==> config.mk <==
export PLATFORM = sky130hd
export DESIGN_NAME = irq_enable_priority_slice
export DESIGN_NICKNAME = d
export VERILOG_FILES = /design/src/verilog/irq_slice_pkg.sv /design/src/verilog/irq_enable_priority_slice.sv /design/src/verilog/irq_flag_bank.sv /design/src/verilog/irq_prio_gate.sv
export SDC_FILE = /design/constraint.sdc
export NUM_CORES = 1
export LEC_CHECK = 0
export BUFFER_PORTS_ARGS = -buffer_cell sky130_fd_sc_hd__clkbuf_2
export CAP_MARGIN = 20
export CORE_MARGIN = 4
export CORE_UTILIZATION = 45
export CTS_BUF_LIST = sky130_fd_sc_hd__clkbuf_8
export CTS_CLUSTER_SIZE = 16
export DETAILED_ROUTE_END_ITERATION = 10
export PLACE_DENSITY = 0.94
export SLEW_MARGIN = 10
export SYNTH_ARGS = -nofsm -noshare
export SYNTH_HDL_FRONTEND = slang
export SYNTH_SLANG_ARGS = --single-unit
==> constraint.sdc <==
create_clock -name pclk -period 2.9 [get_ports pclk]
set_input_delay 0 -clock pclk [delete_from_list [all_inputs] [get_ports pclk]]
set_output_delay 0 -clock pclk [all_outputs]
set_load 0.05 [all_outputs]
==> src/verilog/irq_slice_pkg.sv <==
// package: register map, field layout and carriers of the interrupt slice
`default_nettype none
package irq_slice_pkg;

    // ------------------------------------------------------------------
    // bus geometry
    // ------------------------------------------------------------------
    localparam int ADDR_W = 12;               // decoded address width
    localparam int DATA_W = 32;               // apb data width
    localparam int REG_W = 16;                // architected register width

    // ------------------------------------------------------------------
    // register byte offsets
    // ------------------------------------------------------------------
    localparam logic [ADDR_W-1:0] OFS_ENABLE_TWO = 12'h000;
    localparam logic [ADDR_W-1:0] OFS_ENABLE_THREE = 12'h004;
    localparam logic [ADDR_W-1:0] OFS_PRIORITY_TWO = 12'h008;
    localparam logic [ADDR_W-1:0] OFS_FLAGS = 12'h00C;

    // ------------------------------------------------------------------
    // field positions
    // ------------------------------------------------------------------
    localparam int TIMER_GATE_EN_BIT = 5;     // in enable word two
    localparam int COLLISION_EN_BIT = 2;      // in enable word three
    localparam int EVENT_EN_BIT = 1;          // in enable word three
    localparam int UART_RX_PRIO_LSB = 12;     // in priority word two
    localparam int TIMER_PRIO_LSB = 0;        // in priority word two
    localparam int PRIO_W = 3;                // priority field width

    // ------------------------------------------------------------------
    // reset values
    // ------------------------------------------------------------------
    localparam logic EN_RESET = 1'h0;                   // enables cleared
    localparam logic [PRIO_W-1:0] PRIO_RESET = 3'h4;    // binary 100
    localparam logic [PRIO_W-1:0] PRIO_OFF = 3'h0;      // source disabled
    localparam logic [PRIO_W-1:0] PRIO_FIXED = 3'h4;    // level for sources
                                                        // ranked elsewhere

    // ------------------------------------------------------------------
    // interrupt sources handled by this slice, also flag bit positions
    // ------------------------------------------------------------------
    localparam int NUM_SRC = 5;
    localparam int SRC_TIMER_GATE = 0;
    localparam int SRC_COLLISION = 1;
    localparam int SRC_EVENT = 2;
    localparam int SRC_UART_RX = 3;
    localparam int SRC_TIMER = 4;

    // ------------------------------------------------------------------
    // carriers
    // ------------------------------------------------------------------
    typedef struct packed {
        logic [ADDR_W-1:0] addr;              // byte address
        logic write;                          // 1 = write
        logic [DATA_W-1:0] wdata;             // write data
    } bus_req_t;

    typedef struct packed {
        logic req;                            // forwarded request
        logic [PRIO_W-1:0] level;             // its priority level
    } core_req_t;

endpackage
`default_nettype wire

==> src/verilog/irq_enable_priority_slice.sv <==
// top: apb register slice of enable and priority control, request gating
//
// Decided for this implementation: the APB slave port and the register offsets.
`default_nettype none
`timescale 1ns/10ps
module irq_enable_priority_slice
    import irq_slice_pkg::*;
(
    input wire logic pclk,                    // system clock, 250 MHz
    input wire logic presetn,                 // async reset, active low
    input wire logic psel,                    // apb select
    input wire logic penable,                 // apb access phase
    input wire logic pwrite,                  // apb direction, 1 = write
    input wire logic [ADDR_W-1:0] paddr,      // apb byte address
    input wire logic [DATA_W-1:0] pwdata,     // apb write data
    input wire logic [3:0] pstrb,             // apb byte strobes
    output logic [DATA_W-1:0] prdata,         // apb read data
    output logic pready,                      // apb ready
    output logic pslverr,                     // apb error, unmapped address
    input wire logic timer_gate_req,          // timer external gate event
    input wire logic serial2_collision_req,   // serial port bus collision
    input wire logic serial2_event_req,       // serial port event
    input wire logic uart_rx_req,             // uart receiver event
    input wire logic timer_req,               // timer period event
    output core_req_t timer_gate_irq,         // to core, registered
    output core_req_t serial2_collision_irq,  // to core, registered
    output core_req_t serial2_event_irq,      // to core, registered
    output core_req_t uart_rx_irq,            // to core, registered
    output core_req_t timer_irq               // to core, registered
);

    // ------------------------------------------------------------------
    // declarations
    // ------------------------------------------------------------------
    bus_req_t req;                            // bundled apb request
    logic access;                             // access-phase cycle
    logic wr_en;                              // write takes effect now
    logic rd_en;                              // read image latched in setup
    logic hit_en2;                            // address is enable word two
    logic hit_en3;                            // address is enable word three
    logic hit_prio;                           // address is priority word
    logic hit_flags;                          // address is flag word
    logic mapped;                             // any register hit

    logic timer_gate_irq_enable_q;            // enable word two bit 5
    logic timer_gate_irq_enable_d;
    logic serial2_collision_irq_enable_q;     // enable word three bit 2
    logic serial2_collision_irq_enable_d;
    logic serial2_event_irq_enable_q;         // enable word three bit 1
    logic serial2_event_irq_enable_d;
    logic [PRIO_W-1:0] uart_rx_irq_priority_q;  // priority bits 14-12
    logic [PRIO_W-1:0] uart_rx_irq_priority_d;
    logic [PRIO_W-1:0] timer_irq_priority_q;    // priority bits 2-0
    logic [PRIO_W-1:0] timer_irq_priority_d;

    logic [REG_W-1:0] enable_two_view;        // read image, enable two
    logic [REG_W-1:0] enable_three_view;      // read image, enable three
    logic [REG_W-1:0] priority_view;          // read image, priority two
    logic [REG_W-1:0] flags_view;             // read image, flags

    logic [DATA_W-1:0] prdata_q;              // registered read data
    logic [DATA_W-1:0] prdata_d;

    logic [NUM_SRC-1:0] src_req;              // raw requests by index
    logic [NUM_SRC-1:0] clr_mask;             // flag clear strobes
    logic [NUM_SRC-1:0] flags;                // sticky flags
    logic [NUM_SRC-1:0] src_enable;           // enable per source
    logic [PRIO_W-1:0] src_prio [NUM_SRC];    // priority per source
    core_req_t gated [NUM_SRC];               // gated requests
    core_req_t out_q [NUM_SRC];               // registered core requests
    core_req_t out_d [NUM_SRC];
    logic lo_we;                              // byte lane 0 strobed
    logic hi_we;                              // byte lane 1 strobed

    // ------------------------------------------------------------------
    // apb decode
    // ------------------------------------------------------------------
    // zero-wait slave: every access completes in its first access cycle
    always_comb begin
        req.addr = paddr;
        req.write = pwrite;
        req.wdata = pwdata;
        access = psel && penable;
        wr_en = access && req.write;
        // latch in setup so the data stands when pready is sampled
        rd_en = psel && !penable && !req.write;
        lo_we = pstrb[0];
        hi_we = pstrb[1];
    end

    // address decoding
    always_comb begin
        hit_en2 = 1'b0;
        hit_en3 = 1'b0;
        hit_prio = 1'b0;
        hit_flags = 1'b0;
        if (req.addr == OFS_ENABLE_TWO) begin
            hit_en2 = 1'b1;
        end else if (req.addr == OFS_ENABLE_THREE) begin
            hit_en3 = 1'b1;
        end else if (req.addr == OFS_PRIORITY_TWO) begin
            hit_prio = 1'b1;
        end else if (req.addr == OFS_FLAGS) begin
            hit_flags = 1'b1;
        end
        mapped = hit_en2 || hit_en3 || hit_prio || hit_flags;
    end

    // handshake outputs
    always_comb begin
        pready = 1'b1;
        pslverr = access && !mapped;
        prdata = prdata_q;
    end

    // ------------------------------------------------------------------
    // control registers
    // ------------------------------------------------------------------
    // next values; unimplemented bits have no storage at all
    always_comb begin
        timer_gate_irq_enable_d = timer_gate_irq_enable_q;
        serial2_collision_irq_enable_d = serial2_collision_irq_enable_q;
        serial2_event_irq_enable_d = serial2_event_irq_enable_q;
        uart_rx_irq_priority_d = uart_rx_irq_priority_q;
        timer_irq_priority_d = timer_irq_priority_q;
        if (wr_en && hit_en2 && lo_we) begin
            // only bit 5 is kept, other written bits are dropped
            timer_gate_irq_enable_d =
                req.wdata[TIMER_GATE_EN_BIT];
        end
        if (wr_en && hit_en3 && lo_we) begin
            serial2_collision_irq_enable_d =
                req.wdata[COLLISION_EN_BIT];
            serial2_event_irq_enable_d =
                req.wdata[EVENT_EN_BIT];
        end
        if (wr_en && hit_prio && hi_we) begin
            uart_rx_irq_priority_d =
                req.wdata[UART_RX_PRIO_LSB +: PRIO_W];
        end
        if (wr_en && hit_prio && lo_we) begin
            timer_irq_priority_d =
                req.wdata[TIMER_PRIO_LSB +: PRIO_W];
        end
    end

    // control storage, power-on values
    always_ff @(posedge pclk or negedge presetn) begin
        if (!presetn) begin
            timer_gate_irq_enable_q <= EN_RESET;
            serial2_collision_irq_enable_q <= EN_RESET;
            serial2_event_irq_enable_q <= EN_RESET;
            uart_rx_irq_priority_q <= PRIO_RESET;
            timer_irq_priority_q <= PRIO_RESET;
        end else begin
            timer_gate_irq_enable_q <= timer_gate_irq_enable_d;
            serial2_collision_irq_enable_q <=
                serial2_collision_irq_enable_d;
            serial2_event_irq_enable_q <= serial2_event_irq_enable_d;
            uart_rx_irq_priority_q <= uart_rx_irq_priority_d;
            timer_irq_priority_q <= timer_irq_priority_d;
        end
    end

    // ------------------------------------------------------------------
    // read images
    // ------------------------------------------------------------------
    // all bits outside the fields read as zero
    always_comb begin
        enable_two_view = '0;
        enable_two_view[TIMER_GATE_EN_BIT] = timer_gate_irq_enable_q;
        enable_three_view = '0;
        enable_three_view[COLLISION_EN_BIT] =
            serial2_collision_irq_enable_q;
        enable_three_view[EVENT_EN_BIT] = serial2_event_irq_enable_q;
        priority_view = '0;
        priority_view[UART_RX_PRIO_LSB +: PRIO_W] =
            uart_rx_irq_priority_q;
        priority_view[TIMER_PRIO_LSB +: PRIO_W] = timer_irq_priority_q;
        flags_view = '0;
        flags_view[NUM_SRC-1:0] = flags;
    end

    // read data mux, held between reads
    always_comb begin
        prdata_d = prdata_q;
        if (rd_en) begin
            if (hit_en2) begin
                prdata_d = {16'h0000, enable_two_view};
            end else if (hit_en3) begin
                prdata_d = {16'h0000, enable_three_view};
            end else if (hit_prio) begin
                prdata_d = {16'h0000, priority_view};
            end else if (hit_flags) begin
                prdata_d = {16'h0000, flags_view};
            end else begin
                prdata_d = 32'h00000000;
            end
        end
    end

    // read data register; loaded in setup, stands through the access edge
    always_ff @(posedge pclk or negedge presetn) begin
        if (!presetn) begin
            prdata_q <= 32'h00000000;
        end else begin
            prdata_q <= prdata_d;
        end
    end

    // ------------------------------------------------------------------
    // flags
    // ------------------------------------------------------------------
    // flags record events whether enabled or not
    always_comb begin
        src_req[SRC_TIMER_GATE] = timer_gate_req;
        src_req[SRC_COLLISION] = serial2_collision_req;
        src_req[SRC_EVENT] = serial2_event_req;
        src_req[SRC_UART_RX] = uart_rx_req;
        src_req[SRC_TIMER] = timer_req;
        clr_mask = '0;
        if (wr_en && hit_flags && lo_we) begin
            clr_mask = req.wdata[NUM_SRC-1:0];
        end
    end

    // sticky flag bank
    irq_flag_bank u_flags (
        .pclk(pclk),
        .presetn(presetn),
        .src_req(src_req),
        .clr_mask(clr_mask),
        .flags_q(flags)
    );

    // ------------------------------------------------------------------
    // gating and priority
    // ------------------------------------------------------------------
    // sources without an enable here are gated by priority only
    always_comb begin
        src_enable[SRC_TIMER_GATE] = timer_gate_irq_enable_q;
        src_enable[SRC_COLLISION] = serial2_collision_irq_enable_q;
        src_enable[SRC_EVENT] = serial2_event_irq_enable_q;
        src_enable[SRC_UART_RX] = 1'b1;
        src_enable[SRC_TIMER] = 1'b1;
        src_prio[SRC_TIMER_GATE] = PRIO_FIXED;
        src_prio[SRC_COLLISION] = PRIO_FIXED;
        src_prio[SRC_EVENT] = PRIO_FIXED;
        src_prio[SRC_UART_RX] = uart_rx_irq_priority_q;
        src_prio[SRC_TIMER] = timer_irq_priority_q;
    end

    // one gate per source, outputs registered toward the core
    genvar g;
    generate
        for (g = 0; g < NUM_SRC; g++) begin : g_gate
            irq_prio_gate u_gate (
                .flag(flags[g]),
                .enable(src_enable[g]),
                .prio(src_prio[g]),
                .out(gated[g])
            );
            always_comb begin
                out_d[g] = gated[g];
            end
            always_ff @(posedge pclk or negedge presetn) begin
                if (!presetn) begin
                    out_q[g] <= '0;
                end else begin
                    out_q[g] <= out_d[g];
                end
            end
        end
    endgenerate

    // ------------------------------------------------------------------
    // core-side outputs
    // ------------------------------------------------------------------
    always_comb begin
        timer_gate_irq = out_q[SRC_TIMER_GATE];
        serial2_collision_irq = out_q[SRC_COLLISION];
        serial2_event_irq = out_q[SRC_EVENT];
        uart_rx_irq = out_q[SRC_UART_RX];
        timer_irq = out_q[SRC_TIMER];
    end

endmodule
`default_nettype wire

==> src/verilog/irq_flag_bank.sv <==
// flag bank: sticky per-source request flags with write-one-to-clear
`default_nettype none
`timescale 1ns/10ps
module irq_flag_bank
    import irq_slice_pkg::*;
(
    input wire logic pclk,                    // system clock
    input wire logic presetn,                 // async reset, active low
    input wire logic [NUM_SRC-1:0] src_req,   // raw source requests
    input wire logic [NUM_SRC-1:0] clr_mask,  // one-cycle clear strobes
    output logic [NUM_SRC-1:0] flags_q        // sticky flags
);

    logic [NUM_SRC-1:0] flags_d;              // next flag values

    // ------------------------------------------------------------------
    // per-bit next value
    // ------------------------------------------------------------------
    // a request in the clearing cycle keeps the flag set
    genvar i;
    generate
        for (i = 0; i < NUM_SRC; i++) begin : g_flag
            always_comb begin
                if (src_req[i]) begin
                    flags_d[i] = 1'b1;
                end else if (clr_mask[i]) begin
                    flags_d[i] = 1'b0;
                end else begin
                    flags_d[i] = flags_q[i];
                end
            end
        end
    endgenerate

    // flag storage
    always_ff @(posedge pclk or negedge presetn) begin
        if (!presetn) begin
            flags_q <= '0;
        end else begin
            flags_q <= flags_d;
        end
    end

endmodule
`default_nettype wire

==> src/verilog/irq_prio_gate.sv <==
// gate: forwards one flagged request when enabled and priority nonzero
`default_nettype none
`timescale 1ns/10ps
module irq_prio_gate
    import irq_slice_pkg::*;
(
    input wire logic flag,                    // sticky source flag
    input wire logic enable,                  // enable bit for the source
    input wire logic [PRIO_W-1:0] prio,       // priority field
    output core_req_t out                     // gated request and level
);

    // level 000 blocks the source whatever its enable says
    always_comb begin
        out.level = prio;
        out.req = flag && enable && (prio != PRIO_OFF);
    end

endmodule
`default_nettype wire

==> impl_summary.txt, run 1 <==
----------------------------------------------------
[STA]
  Clock period minus final worst setup slack ... 1.60 ns
  Worst slew pin tran ... a little over 0.8 ns
  Fin crit share ... 55.0%
  Worst setup margin ... about 1.3 ns
  Highest attainable clock frequency ... ~0.63 GHz
  Post-route clock skew ... 0.00472 ns
  Final hold vios ... 0
  Number of setup violations in the final report ... 0
  Setup repair after global routing missed its margin ... no
  Number of max-slew violations in the final report ... 0
  Aggregate negative setup slack ... 0 ns
  Worst slew margin ... 45.5%

[CTS]
  Clock input transition at the sequential cells of the worst setup and hold paths ... 0.07 ns
  Latest clock arrival within the worst-skew pair ... between 0.2 and 0.3 ns
  Number of buffers inserted by post-CTS setup repair ... 0
  Number of hold-repair buffers added at the cts stage ... 15
  Cts bufs inserted ... 5
  Buffer levels on the longest clock path ... 2
  Number of gates resized after CTS ... 0
  CTS tree ... built
  Clk sinks ... 35
  Number of H-tree levels ... 2
  CTS Root Buffer Type ... clkbuf_8

[Synthesis]
  Most frequently used flop master after synthesis ... dfrtp_1
  Cell count after synthesis ... ~150
  Fraction of registers with async set or reset after synthesis ... 100%
  Mean instance size in the synthesized netlist ... approximately 11 sq um
  Total standard cell area after synthesis ... roughly 1700 sq um
  Leading cell type by number of instances after synthesis ... dfrtp_1
  Library cell occupying the most area in the post-synthesis netlist ... dfrtp_1
  Total of warnings raised by yosys ... 0
  Share of synthesized area occupied by flip-flops and latches ... a little over half
  Post-synthesis cell type count ... 28
  Commonest cells in the netlist ... 33 x dfrtp_1, 32 x buf_4, 14 x nand2_1
  Count of flip-flops with a built-in enable after synthesis ... 0
  Largest cells by area after synthesis ... dfrtp_1 49%, buf_4 14%, mux2_2 8.0%, dfstp_2 3.1%, nand2_1 3.1%
  Top-area cell type share of the netlist area ... 49.2%
  #FFs+latches synth ... 35

[Setup path]
  Biggest fanout along the worst timing path ... 5
  Startpoint type of the worst setup path ... input port
  Data required, critical path ... 3.07 ns
  Crit. End Element ... flip-flop
  Arrival time of the worst setup path ... around 1.8 ns
  Critical setup path kind ... in2reg

[Placement]
  Final RePlAce weighted congestion ... 0.790
  Number of port buffers ... between 50 and 60
  Post-detailed-placement half-perimeter wirelength ... ~2700 microns
  Place WS ... 1.49 ns

[Finish]
  Fraction of final layout cells sized beyond drive strength 1 ... a little under two fifths
  Area growth, synth to finish ... 25.6%
  Sequential cell area ... 878 sq um
  Area of the multi-input gates ... 636 sq um
  Layout filler cell count ... between 200 and 300
  Inserted Diodes ... 0
  Net count of the finished layout ... 281

[Floorplan]
  Number of rows in the core area ... 21
  Area enclosed by the die boundary ... between 4000 and 5000 sq um
  Area of the core ... 3470 sq um
  Die height ... 69.1 microns
  Die Width ... 69.1 microns
  Starting Density ... 48.4%
  I/O pin count ... 112

[Routing]
  DRT Pass-1 Iters ... 4
  Iteration-0 DRC Markers ... 70
  Ratio of routed vias to standard cells ... 4.62
  Via Count ... 1,243
  Post-route DRC ... 0
  DRT Wirelength ... 3480 microns
  Post-detailed-route wirelength per cell ... approximately 13 microns
  Final antenna-violating net count ... 0

[Min path]
  Kind of path behind the tightest hold check ... in2reg

[Power and ir drop]
  Pwr Density ... about 470 nW/um^2
  Overall power of the completed layout ... 1.00 mW
  Leakage component of the power ... 1.07 nW
  Worst VDD drop ... between 200 and 250 uV

[Outcome]
  Outcome ... finished clean

[Global route]
  Overall overflow remaining after global route ... 0
  Wire length of the first global-routing pass ... 5620 microns
  Largest net degree at the start of global routing ... 36
  Number of global-route vias before repair ... 1,185
  GRT Util Overall ... around 15%
  Antenna violations before repair ... 0

[Flow run]
  Reported max-cap violation count ... 0

----------------------------------------------------
## critical path, cell delays in order
cell and delay (ns):
clkbuf_2 0.10, nor4_4 0.38, nand4_2 0.18, nor2_1 0.38
a31oi_1 0.14, dlygate4sd3_1 0.58
## final timing paths
| check | start | endpoint | slack [ns] | cells after the start |
|---|---|---|---|---|
| worst max-delay path | paddr[7] | u_flags.flags_q[3] | 1.30 | 6 |
| worst max register to register | u_flags.flags_q[4] | u_flags.flags_q[4] | 1.64 | 3 |
| max in group asynchronous | presetn | u_flags.flags_q[0] | 2.05 | 2 |
| min in group asynchronous | presetn | uart_rx_irq[2] | 0.33 | 2 |
| worst min register to register | timer_irq_priority_q[2] | timer_irq[2] | 0.42 | 0 |
| worst min-delay path | paddr[2] | prdata[3] | 0.06 | 3 |
## layer usage
| metal | up-vias | GRT usage, % | share of wire, % |
|---|---|---|---|
| li1 | 595 | - | - |
| met1 | 595 | 16.9 | 39 |
| met2 | 46 | 24.8 | 51 |
| met3 | 7 | 4.80 | 7.4 |
| met4 | 0 | 7.16 | 2.7 |
| met5 | - | 0 | 0 |
## cell usage in the layout (no fill, tap or decap), types with 2 or more instances in the layout
cell type      count
o21ai_0            7
dlygate4sd3_1     15
a22oi_1            2
clkbuf_2          56
dfrtp_1           33
o31ai_1            2
nand3_1            2
inv_1              5
clkbuf_8           6
dfstp_2            2
nor4_4             2
nand4_1            4
and2_1             3
nor2_2             2
conb_1            31
mux2_2            12
nand2_1           14
nor2_1             8
o31a_1             2
a31oi_1            5
## kinds of logic after synthesis
group / Yosys count / share of synthesized area, %
other: 2 / 0.447
and+or+nand+nor: 44 / 16.1
AOI/OAI and AO/OA: 18 / 6.78
muxes: 12 / 8.05
buffers and inverters: 40 / 16.3
DFF: 35 / 52.3
## area by class of cell
cell class | count | area share, %
multi-input cells | 105 | 30.1
well taps | 46 | 2.73
flip-flops and latches | 35 | 41.7
clock inverters | 1 | 0.237
clock buffers | 6 | 3.92
inverters | 5 | 0.890
repair buffers | 71 | 20.4
## stage by stage
step / hold WS [ns] / util, % / cells / area, sq um
after floorplan: -0.296 / - / 180 / 1790
after global placement: 0.122 / 53.9 / 247 / 1870
after detailed placement: 0.126 / 53.9 / 247 / 1870
after CTS: 0.0551 / 60.8 / 269 / 2110
after global routing: 0.108 / 60.8 / 269 / 2110
final: 0.0619 / 60.8 / 269 / 2110
## flip-flops by register name (all words and copies together) (netlist names)
register and count:
u_flags.flags_q 5, serial2_collision_irq 1, timer_irq 4, timer_gate_irq 1, uart_rx_irq 4, serial2_event_irq_enable_q 1
timer_irq_priority_q 3, serial2_collision_irq_enable_q 1, timer_gate_irq_enable_q 1, uart_rx_irq_priority_q 3, serial2_event_irq 2, prdata 9
## where the power goes
group	internal (mW)	switching [mW]
Sequential	0.489	0.000581
Clock	0.186	0.158
Combinational	0.0342	0.133
Total	0.709	0.291
No activity file was read; power rests on OpenSTA's default activity.
==> run 2, diff against run 1 <==
CORE_UTILIZATION = 43   (was 45)
PLACE_DENSITY = 0.91   (was 0.94)
clock period = 1.5 ns   (was 2.9 ns; I/O delays follow)
==> run 2 against run 1 <==
The run now ends with negative hold slack left. Clock skew increased by 0.0012 ns. First-iteration DRC count decreased by 36%. Global-route usage increased by 0.52 points. Design area increased by 2.7%. Die area increased by 4.1%. Setup slack got worse by 1.2 ns. Register-to-register slack got worse by 1.4 ns. Routed wire length increased by 3.1%. Critical path type unchanged. Critical endpoint is now u_flags.flags_q[1]. Highest routed layer unchanged.
==> impl_summary.txt, run 2 (same netlist as run 1, synthesis figures left out) <==
----------------------------------------------------
[Outcome]
  Outcome ... complete, but fails checks
  Failing checks ... negative hold slack

[Floorplan]
  Die Width ... 70.5 microns (+2.0%)
  I/O pin count ... 112 (unchanged)
  Die height ... 70.5 microns (+2.0%)
  Starting Density ... 45.2% (-3.2 points)
  Number of rows in the core area ... 22 (+4.8%)
  Area enclosed by the die boundary ... 4970 sq um (+4.1%)
  Area of the core ... 3720 sq um (+7.1%)

[STA]
  Highest attainable clock frequency ... 0.720 GHz
  Number of max-slew violations in the final report ... 0 (unchanged)
  Worst slack on hold paths ... -0.0474 ns (-0.109 ns)
  Final hold vios ... 1 (+1)
  Aggregate negative setup slack ... 0 ns (unchanged)
  Number of setup violations in the final report ... 0 (unchanged)
  Clock period minus final worst setup slack ... roughly 1.4 ns
  Post-route clock skew ... 0.00593 ns (+0.00121 ns)
  Fin crit share ... 92.6%

[CTS]
  Number of H-tree levels ... 2 (unchanged)
  CTS tree ... built
  Cts bufs inserted ... 5 (unchanged)
  Clk sinks ... 35 (unchanged)
  Number of gates resized after CTS ... 0 (unchanged)
  Buffer levels on the longest clock path ... 2 (unchanged)
  Clock input transition at the sequential cells of the worst setup and hold paths ... 0.07 ns (about the same)
  Latest clock arrival within the worst-skew pair ... 0.28 ns (about the same)
  CTS Root Buffer Type ... clkbuf_8

[Global route]
  Antenna violations before repair ... 0 (unchanged)
  GRT Util Overall ... 15.3% (+0.52 points)
  Largest net degree at the start of global routing ... 36 (unchanged)
  Overall overflow remaining after global route ... 0 (unchanged)
  Wire length of the first global-routing pass ... 5840 microns (+4.1%)
  Number of global-route vias before repair ... 1,240 (+4.6%)

[Finish]
  Most frequent cells in the layout ... 56 x clkbuf_2, 33 x dfrtp_1, 31 x conb_1, 14 x nand2_1, 14 x dlygate4sd3_1
  Fraction of final layout cells sized beyond drive strength 1 ... 40.0% (+1.9 points)
  Inserted Diodes ... 0 (unchanged)
  Most common cell after layout, fill and taps aside ... clkbuf_2
  Area growth, synth to finish ... 29.0%
  Net count of the finished layout ... 287 (+2.1%)
  Layout Utilization ... 58.3% (-2.5 points)
  Number of flip-flops under the largest register name ... 9 (unchanged)

[Power and ir drop]
  Pwr Density ... 925 nW/um^2 (+95%)
  Leakage component of the power ... 1.11 nW (+3.8%)
  Worst VDD drop ... 490 uV (+100%)
  Overall power of the completed layout ... 2.00 mW (+100%)

[Routing]
  Final antenna-violating net count ... 0 (unchanged)
  Post-detailed-route wirelength per cell ... 12.9 microns (-0.27%)
  Via Count ... 1,281 (+3.1%)
  Post-route DRC ... 0 (unchanged)
  DRT Wirelength ... 3590 microns (+3.1%)
  DRT Pass-1 Iters ... 4 (unchanged)
  Iteration-0 DRC Markers ... 45 (-36%)
  Ratio of routed vias to standard cells ... 4.61 (-0.28%)

[Setup path]
  Data required, critical path ... 1.67 ns (-1.40 ns)
  Biggest fanout along the worst timing path ... 5 (unchanged)
  Startpoint type of the worst setup path ... input port
  Crit. End Element ... flip-flop
  Arrival time of the worst setup path ... 1.56 ns (-0.20 ns)
  Critical setup path kind ... in2reg

[Placement]
  Number of port buffers ... 56 (unchanged)
  Final RePlAce weighted congestion ... 0.760 (-3.8%)
  Post-detailed-placement half-perimeter wirelength ... 2730 microns (+2.8%)

[Flow run]
  Reported max-cap violation count ... 0 (unchanged)

[Min path]
  Kind of path behind the tightest hold check ... in2reg

----------------------------------------------------
## run 2: worst paths after layout
kind / startpoint / to / slack (ns) / cells after the start
worst max-delay path: paddr[0] / u_flags.flags_q[1] / 0.11 / 7
worst min-delay path: uart_rx_req / u_flags.flags_q[3] / -0.05 / 3
worst max register to register: u_flags.flags_q[2] / u_flags.flags_q[2] / 0.26 / 3
worst min register to register: timer_irq_priority_q[2] / timer_irq[2] / 0.42 / 0
max in group asynchronous: presetn / uart_rx_irq_priority_q[2] / 0.89 / 3
min in group asynchronous: presetn / u_flags.flags_q[0] / 0.27 / 3
## run 2: per-layer routing
| layer | global-route usage [%] | routed length, microns | up-vias | part of all wire, % |
|---|---|---|---|---|
| met1 | 16.1 | 1340 | 605 | 37 |
| met5 | 0 | 0 | - | 0 |
| li1 | - | - | 610 | - |
| met2 | 26.3 | 1830 | 60 | 51 |
| met3 | 6.76 | 352 | 6 | 9.8 |
| met4 | 6.38 | 67 | 0 | 1.9 |
## run 2: worst max-delay path: stages
cell and delay, ns:
clkbuf_2 0.10, nor4_4 0.36, nand4_2 0.18, nor2_1 0.12
buf_4 0.16, a31oi_1 0.08, dlygate4sd3_1 0.56
## run 2: stage by stage
| step | setup WS [ns] | instance area [sq um] | cells |
|---|---|---|---|
| floorplan | 0.314 | 1790 | 180 |
| global placement | 0.116 | 1920 | 255 |
| detailed placement | 0.0717 | 1920 | 255 |
| CTS | 0.0698 | 2170 | 278 |
| global route | -0.00588 | 2170 | 278 |
| finish | 0.111 | 2170 | 278 |
## run 2: cell type report
| type | instances | area [sq um] |
|---|---|---|
| clock buffers | 7 | 96.3 |
| clock inverters | 1 | 3.75 |
| fillers | 319 | 1550 |
| inverters | 5 | 18.8 |
| multi-input cells | 105 | 636 |
| flip-flops and latches | 35 | 878 |
| well taps | 48 | 60.1 |
| repair buffers | 77 | 473 |
## run 2: power breakdown
part	internal [mW]	leakage (nW)	switching, mW
registers	0.946	0.453	0.00114
clock network	0.412	0.0557	0.315
logic	0.0726	0.603	0.257
total	1.43	1.11	0.574
## run 2: what timing repair did
item,CTS,global route
setup endpoints to repair,0,5
setup buffers,0,1
hold endpoints to repair,47,0
hold buffers,15,0
==> run 3, diff against run 2 <==
SETUP_SLACK_MARGIN = 0.15   (was default)
==> run 3 against run 2 <==
The flow now finishes without violations. Register-to-register slack better by 0.19 ns. Design area rose by 0.12%. Setup slack improved by 0.21 ns. Clock power about the same. Critical path depth decreased by 1. Worst hold slack better by 0.17 ns. Utilization is 0.067 points higher. First-iteration DRC count is 8.9% higher. Die area stayed put.
==> impl_summary.txt, run 3 (same netlist as run 1, synthesis figures left out) <==
----------------------------------------------------
[Power and ir drop]
  Leakage component of the power ... 1.12 nW (+0.98%)
  Worst VDD drop ... 489 uV (-0.20%)
  Pwr Density ... 928 nW/um^2 (+0.25%)

[Finish]
  Fraction of final layout cells sized beyond drive strength 1 ... 39.6% (-0.43 points)
  Area growth, synth to finish ... 29.1%
  Layout Utilization ... 58.4% (+0.067 points)
  Most frequent cells in the layout ... 56 x clkbuf_2, 33 x dfrtp_1, 31 x conb_1, 15 x dlygate4sd3_1, 14 x nand2_1
  Net count of the finished layout ... 287 (unchanged)
  Area of all placed cells without fillers ... 2170 sq um (+0.12%)
  Inserted Diodes ... 0 (unchanged)
  Most common cell after layout, fill and taps aside ... clkbuf_2
  Number of flip-flops under the largest register name ... 9 (unchanged)

[Setup path]
  Data required, critical path ... 1.50 ns (-0.17 ns)
  End of the worst register-to-register path ... prdata[2]
  Crit Reg-Reg Startpoint ... u_flags.flags_q[2]
  Cell with the biggest individual delay on the critical path ... nor4_4
  Number of cells traversed by the worst register-to-register path ... 3 (unchanged)
  Most frequent cell on the critical path ... clkbuf_2
  Top delay family on crit path ... simple AND/OR/NAND/NOR gates
  Critical setup path kind ... in2out
  List of cells traversed by the critical path ... clkbuf_2 -> nor4_4 -> nand3_2 -> buf_4 -> and3_1 -> clkbuf_2
  Biggest fanout along the worst timing path ... 7 (+2)
  R2R setup slack ... 0.45 ns (+0.19 ns)
  Arrival time of the worst setup path ... 1.18 ns (-0.38 ns)
  Crit. End Element ... output pin
  Startpoint type of the worst setup path ... input port
  Slowest stage delay, CP ... 0.36 ns (-0.20 ns)
  Critical path buffers and inverters ... 3 (unchanged)

[CTS]
  Latest clock arrival within the worst-skew pair ... 0.28 ns (about the same)
  Buffer levels on the longest clock path ... 2 (unchanged)
  CTS Root Buffer Type ... clkbuf_8
  Number of gates resized after CTS ... 0 (unchanged)
  Number of H-tree levels ... 2 (unchanged)
  Cts bufs inserted ... 5 (unchanged)
  CTS tree ... built
  Clk sinks ... 35 (unchanged)
  Clock input transition at the sequential cells of the worst setup and hold paths ... 0.07 ns (about the same)

[STA]
  Fin crit share ... 78.8% (-14 points)
  Final hold vios ... 0 (-1)
  Aggregate negative setup slack ... 0 ns (unchanged)
  Clock period minus final worst setup slack ... 1.18 ns (-0.207 ns)
  Post-route clock skew ... 0.00613 ns (+0.000198 ns)
  Setup repair after global routing missed its margin ... no
  Highest attainable clock frequency ... 0.846 GHz (+18%)
  Number of setup violations in the final report ... 0 (unchanged)
  Number of max-slew violations in the final report ... 0 (unchanged)

[Placement]
  Cell area after placement ... 1920 sq um (unchanged)
  Final RePlAce weighted congestion ... 0.760 (unchanged)
  Post-detailed-placement half-perimeter wirelength ... 2730 microns (unchanged)
  Number of port buffers ... 56 (unchanged)

[Floorplan]
  Number of rows in the core area ... 22 (unchanged)
  Starting Density ... 45.2% (unchanged)
  Area enclosed by the die boundary ... 4970 sq um (unchanged)
  Die Width ... 70.5 microns (unchanged)
  Die height ... 70.5 microns (unchanged)
  Area of the core ... 3720 sq um (unchanged)
  I/O pin count ... 112 (unchanged)

[Global route]
  Antenna violations before repair ... 0 (unchanged)
  Wire length of the first global-routing pass ... 5880 microns (+0.58%)
  Number of global-route vias before repair ... 1,239 (-0.081%)
  GRT Util Overall ... 15.4% (+0.060 points)
  Overall overflow remaining after global route ... 0 (unchanged)
  Largest net degree at the start of global routing ... 36 (unchanged)

[Routing]
  Ratio of routed vias to standard cells ... 4.64 (+0.78%)
  Post-detailed-route wirelength per cell ... 12.7 microns (-1.4%)
  Iteration-0 DRC Markers ... 49 (+8.9%)
  Final antenna-violating net count ... 0 (unchanged)
  DRT Pass-1 Iters ... 4 (unchanged)
  Post-route DRC ... 0 (unchanged)
  DRT Wirelength ... 3540 microns (-1.4%)
  Via Count ... 1,291 (+0.78%)

[Min path]
  Hold path depth ... 4 (+1)
  Hold_sp ... paddr[2]
  Endpoint of the worst hold path ... prdata[3]
  Kind of path behind the tightest hold check ... in2reg

[Outcome]
  Outcome ... finished clean

[Flow run]
  Reported max-cap violation count ... 0 (unchanged)

----------------------------------------------------
[run 3: metrics by stage]
stage | std cells | total power [mW] | hold WS [ns] | worst slack, ns
final | 278 | 2.01 | 0.127 | 0.318
after global routing | 278 | 2.10 | 0.144 | 0.256
after CTS | 278 | 2.03 | 0.125 | 0.294
after detailed placement | 255 | 1.27 | 0.0538 | 0.0717
after global placement | 255 | 1.27 | 0.0467 | 0.116
after floorplan | 180 | 1.25 | -0.296 | 0.314
[run 3: worst max path at each step]
stage	from	endpoint	slack, ns	cells after the start
after global routing	paddr[7]	pslverr	0.26	6
after floorplan	paddr[2]	uart_rx_irq_priority_q[0]	0.31	5
final	paddr[7]	pslverr	0.32	6
after CTS	paddr[7]	pslverr	0.29	6
after detailed placement	paddr[7]	uart_rx_irq_priority_q[1]	0.07	5
after global placement	paddr[7]	uart_rx_irq_priority_q[1]	0.12	5
[run 3: worst register-to-register path, cell delays in order, from the launching register on]
cell,delay (ns)
dfrtp_1,0.40
mux2_2,0.28
a22oi_1,0.17
o31ai_1,0.09
[run 3: cell type report]
class,count,area [sq um]
Clock inverter,1,3.75
Fill cell,318,1550
Timing Repair Buffer,77,475
Multi-Input combinational cell,105,636
Sequential cell,35,878
Tap cell,48,60.1
Clock buffer,7,96.3
Inverter,5,18.8
[run 3: per-layer routing]
metal | share of wire [%] | global-route usage [%] | up-vias
li1 | - | - | 609
met1 | 37 | 16.4 | 615
met2 | 51 | 26.4 | 62
met3 | 10 | 6.47 | 5
met4 | 1.9 | 6.38 | 0
met5 | 0 | 0 | -
[run 3: power breakdown]
group	total, mW	switching (mW)	internal [mW]
clock network	0.724	0.313	0.412
logic	0.340	0.259	0.0810
registers	0.947	0.00114	0.946
[run 3: what timing repair did]
item	CTS	global route
endpoints found under the hold margin	47	0
hold buffers	15	0
buffers inserted	0	0
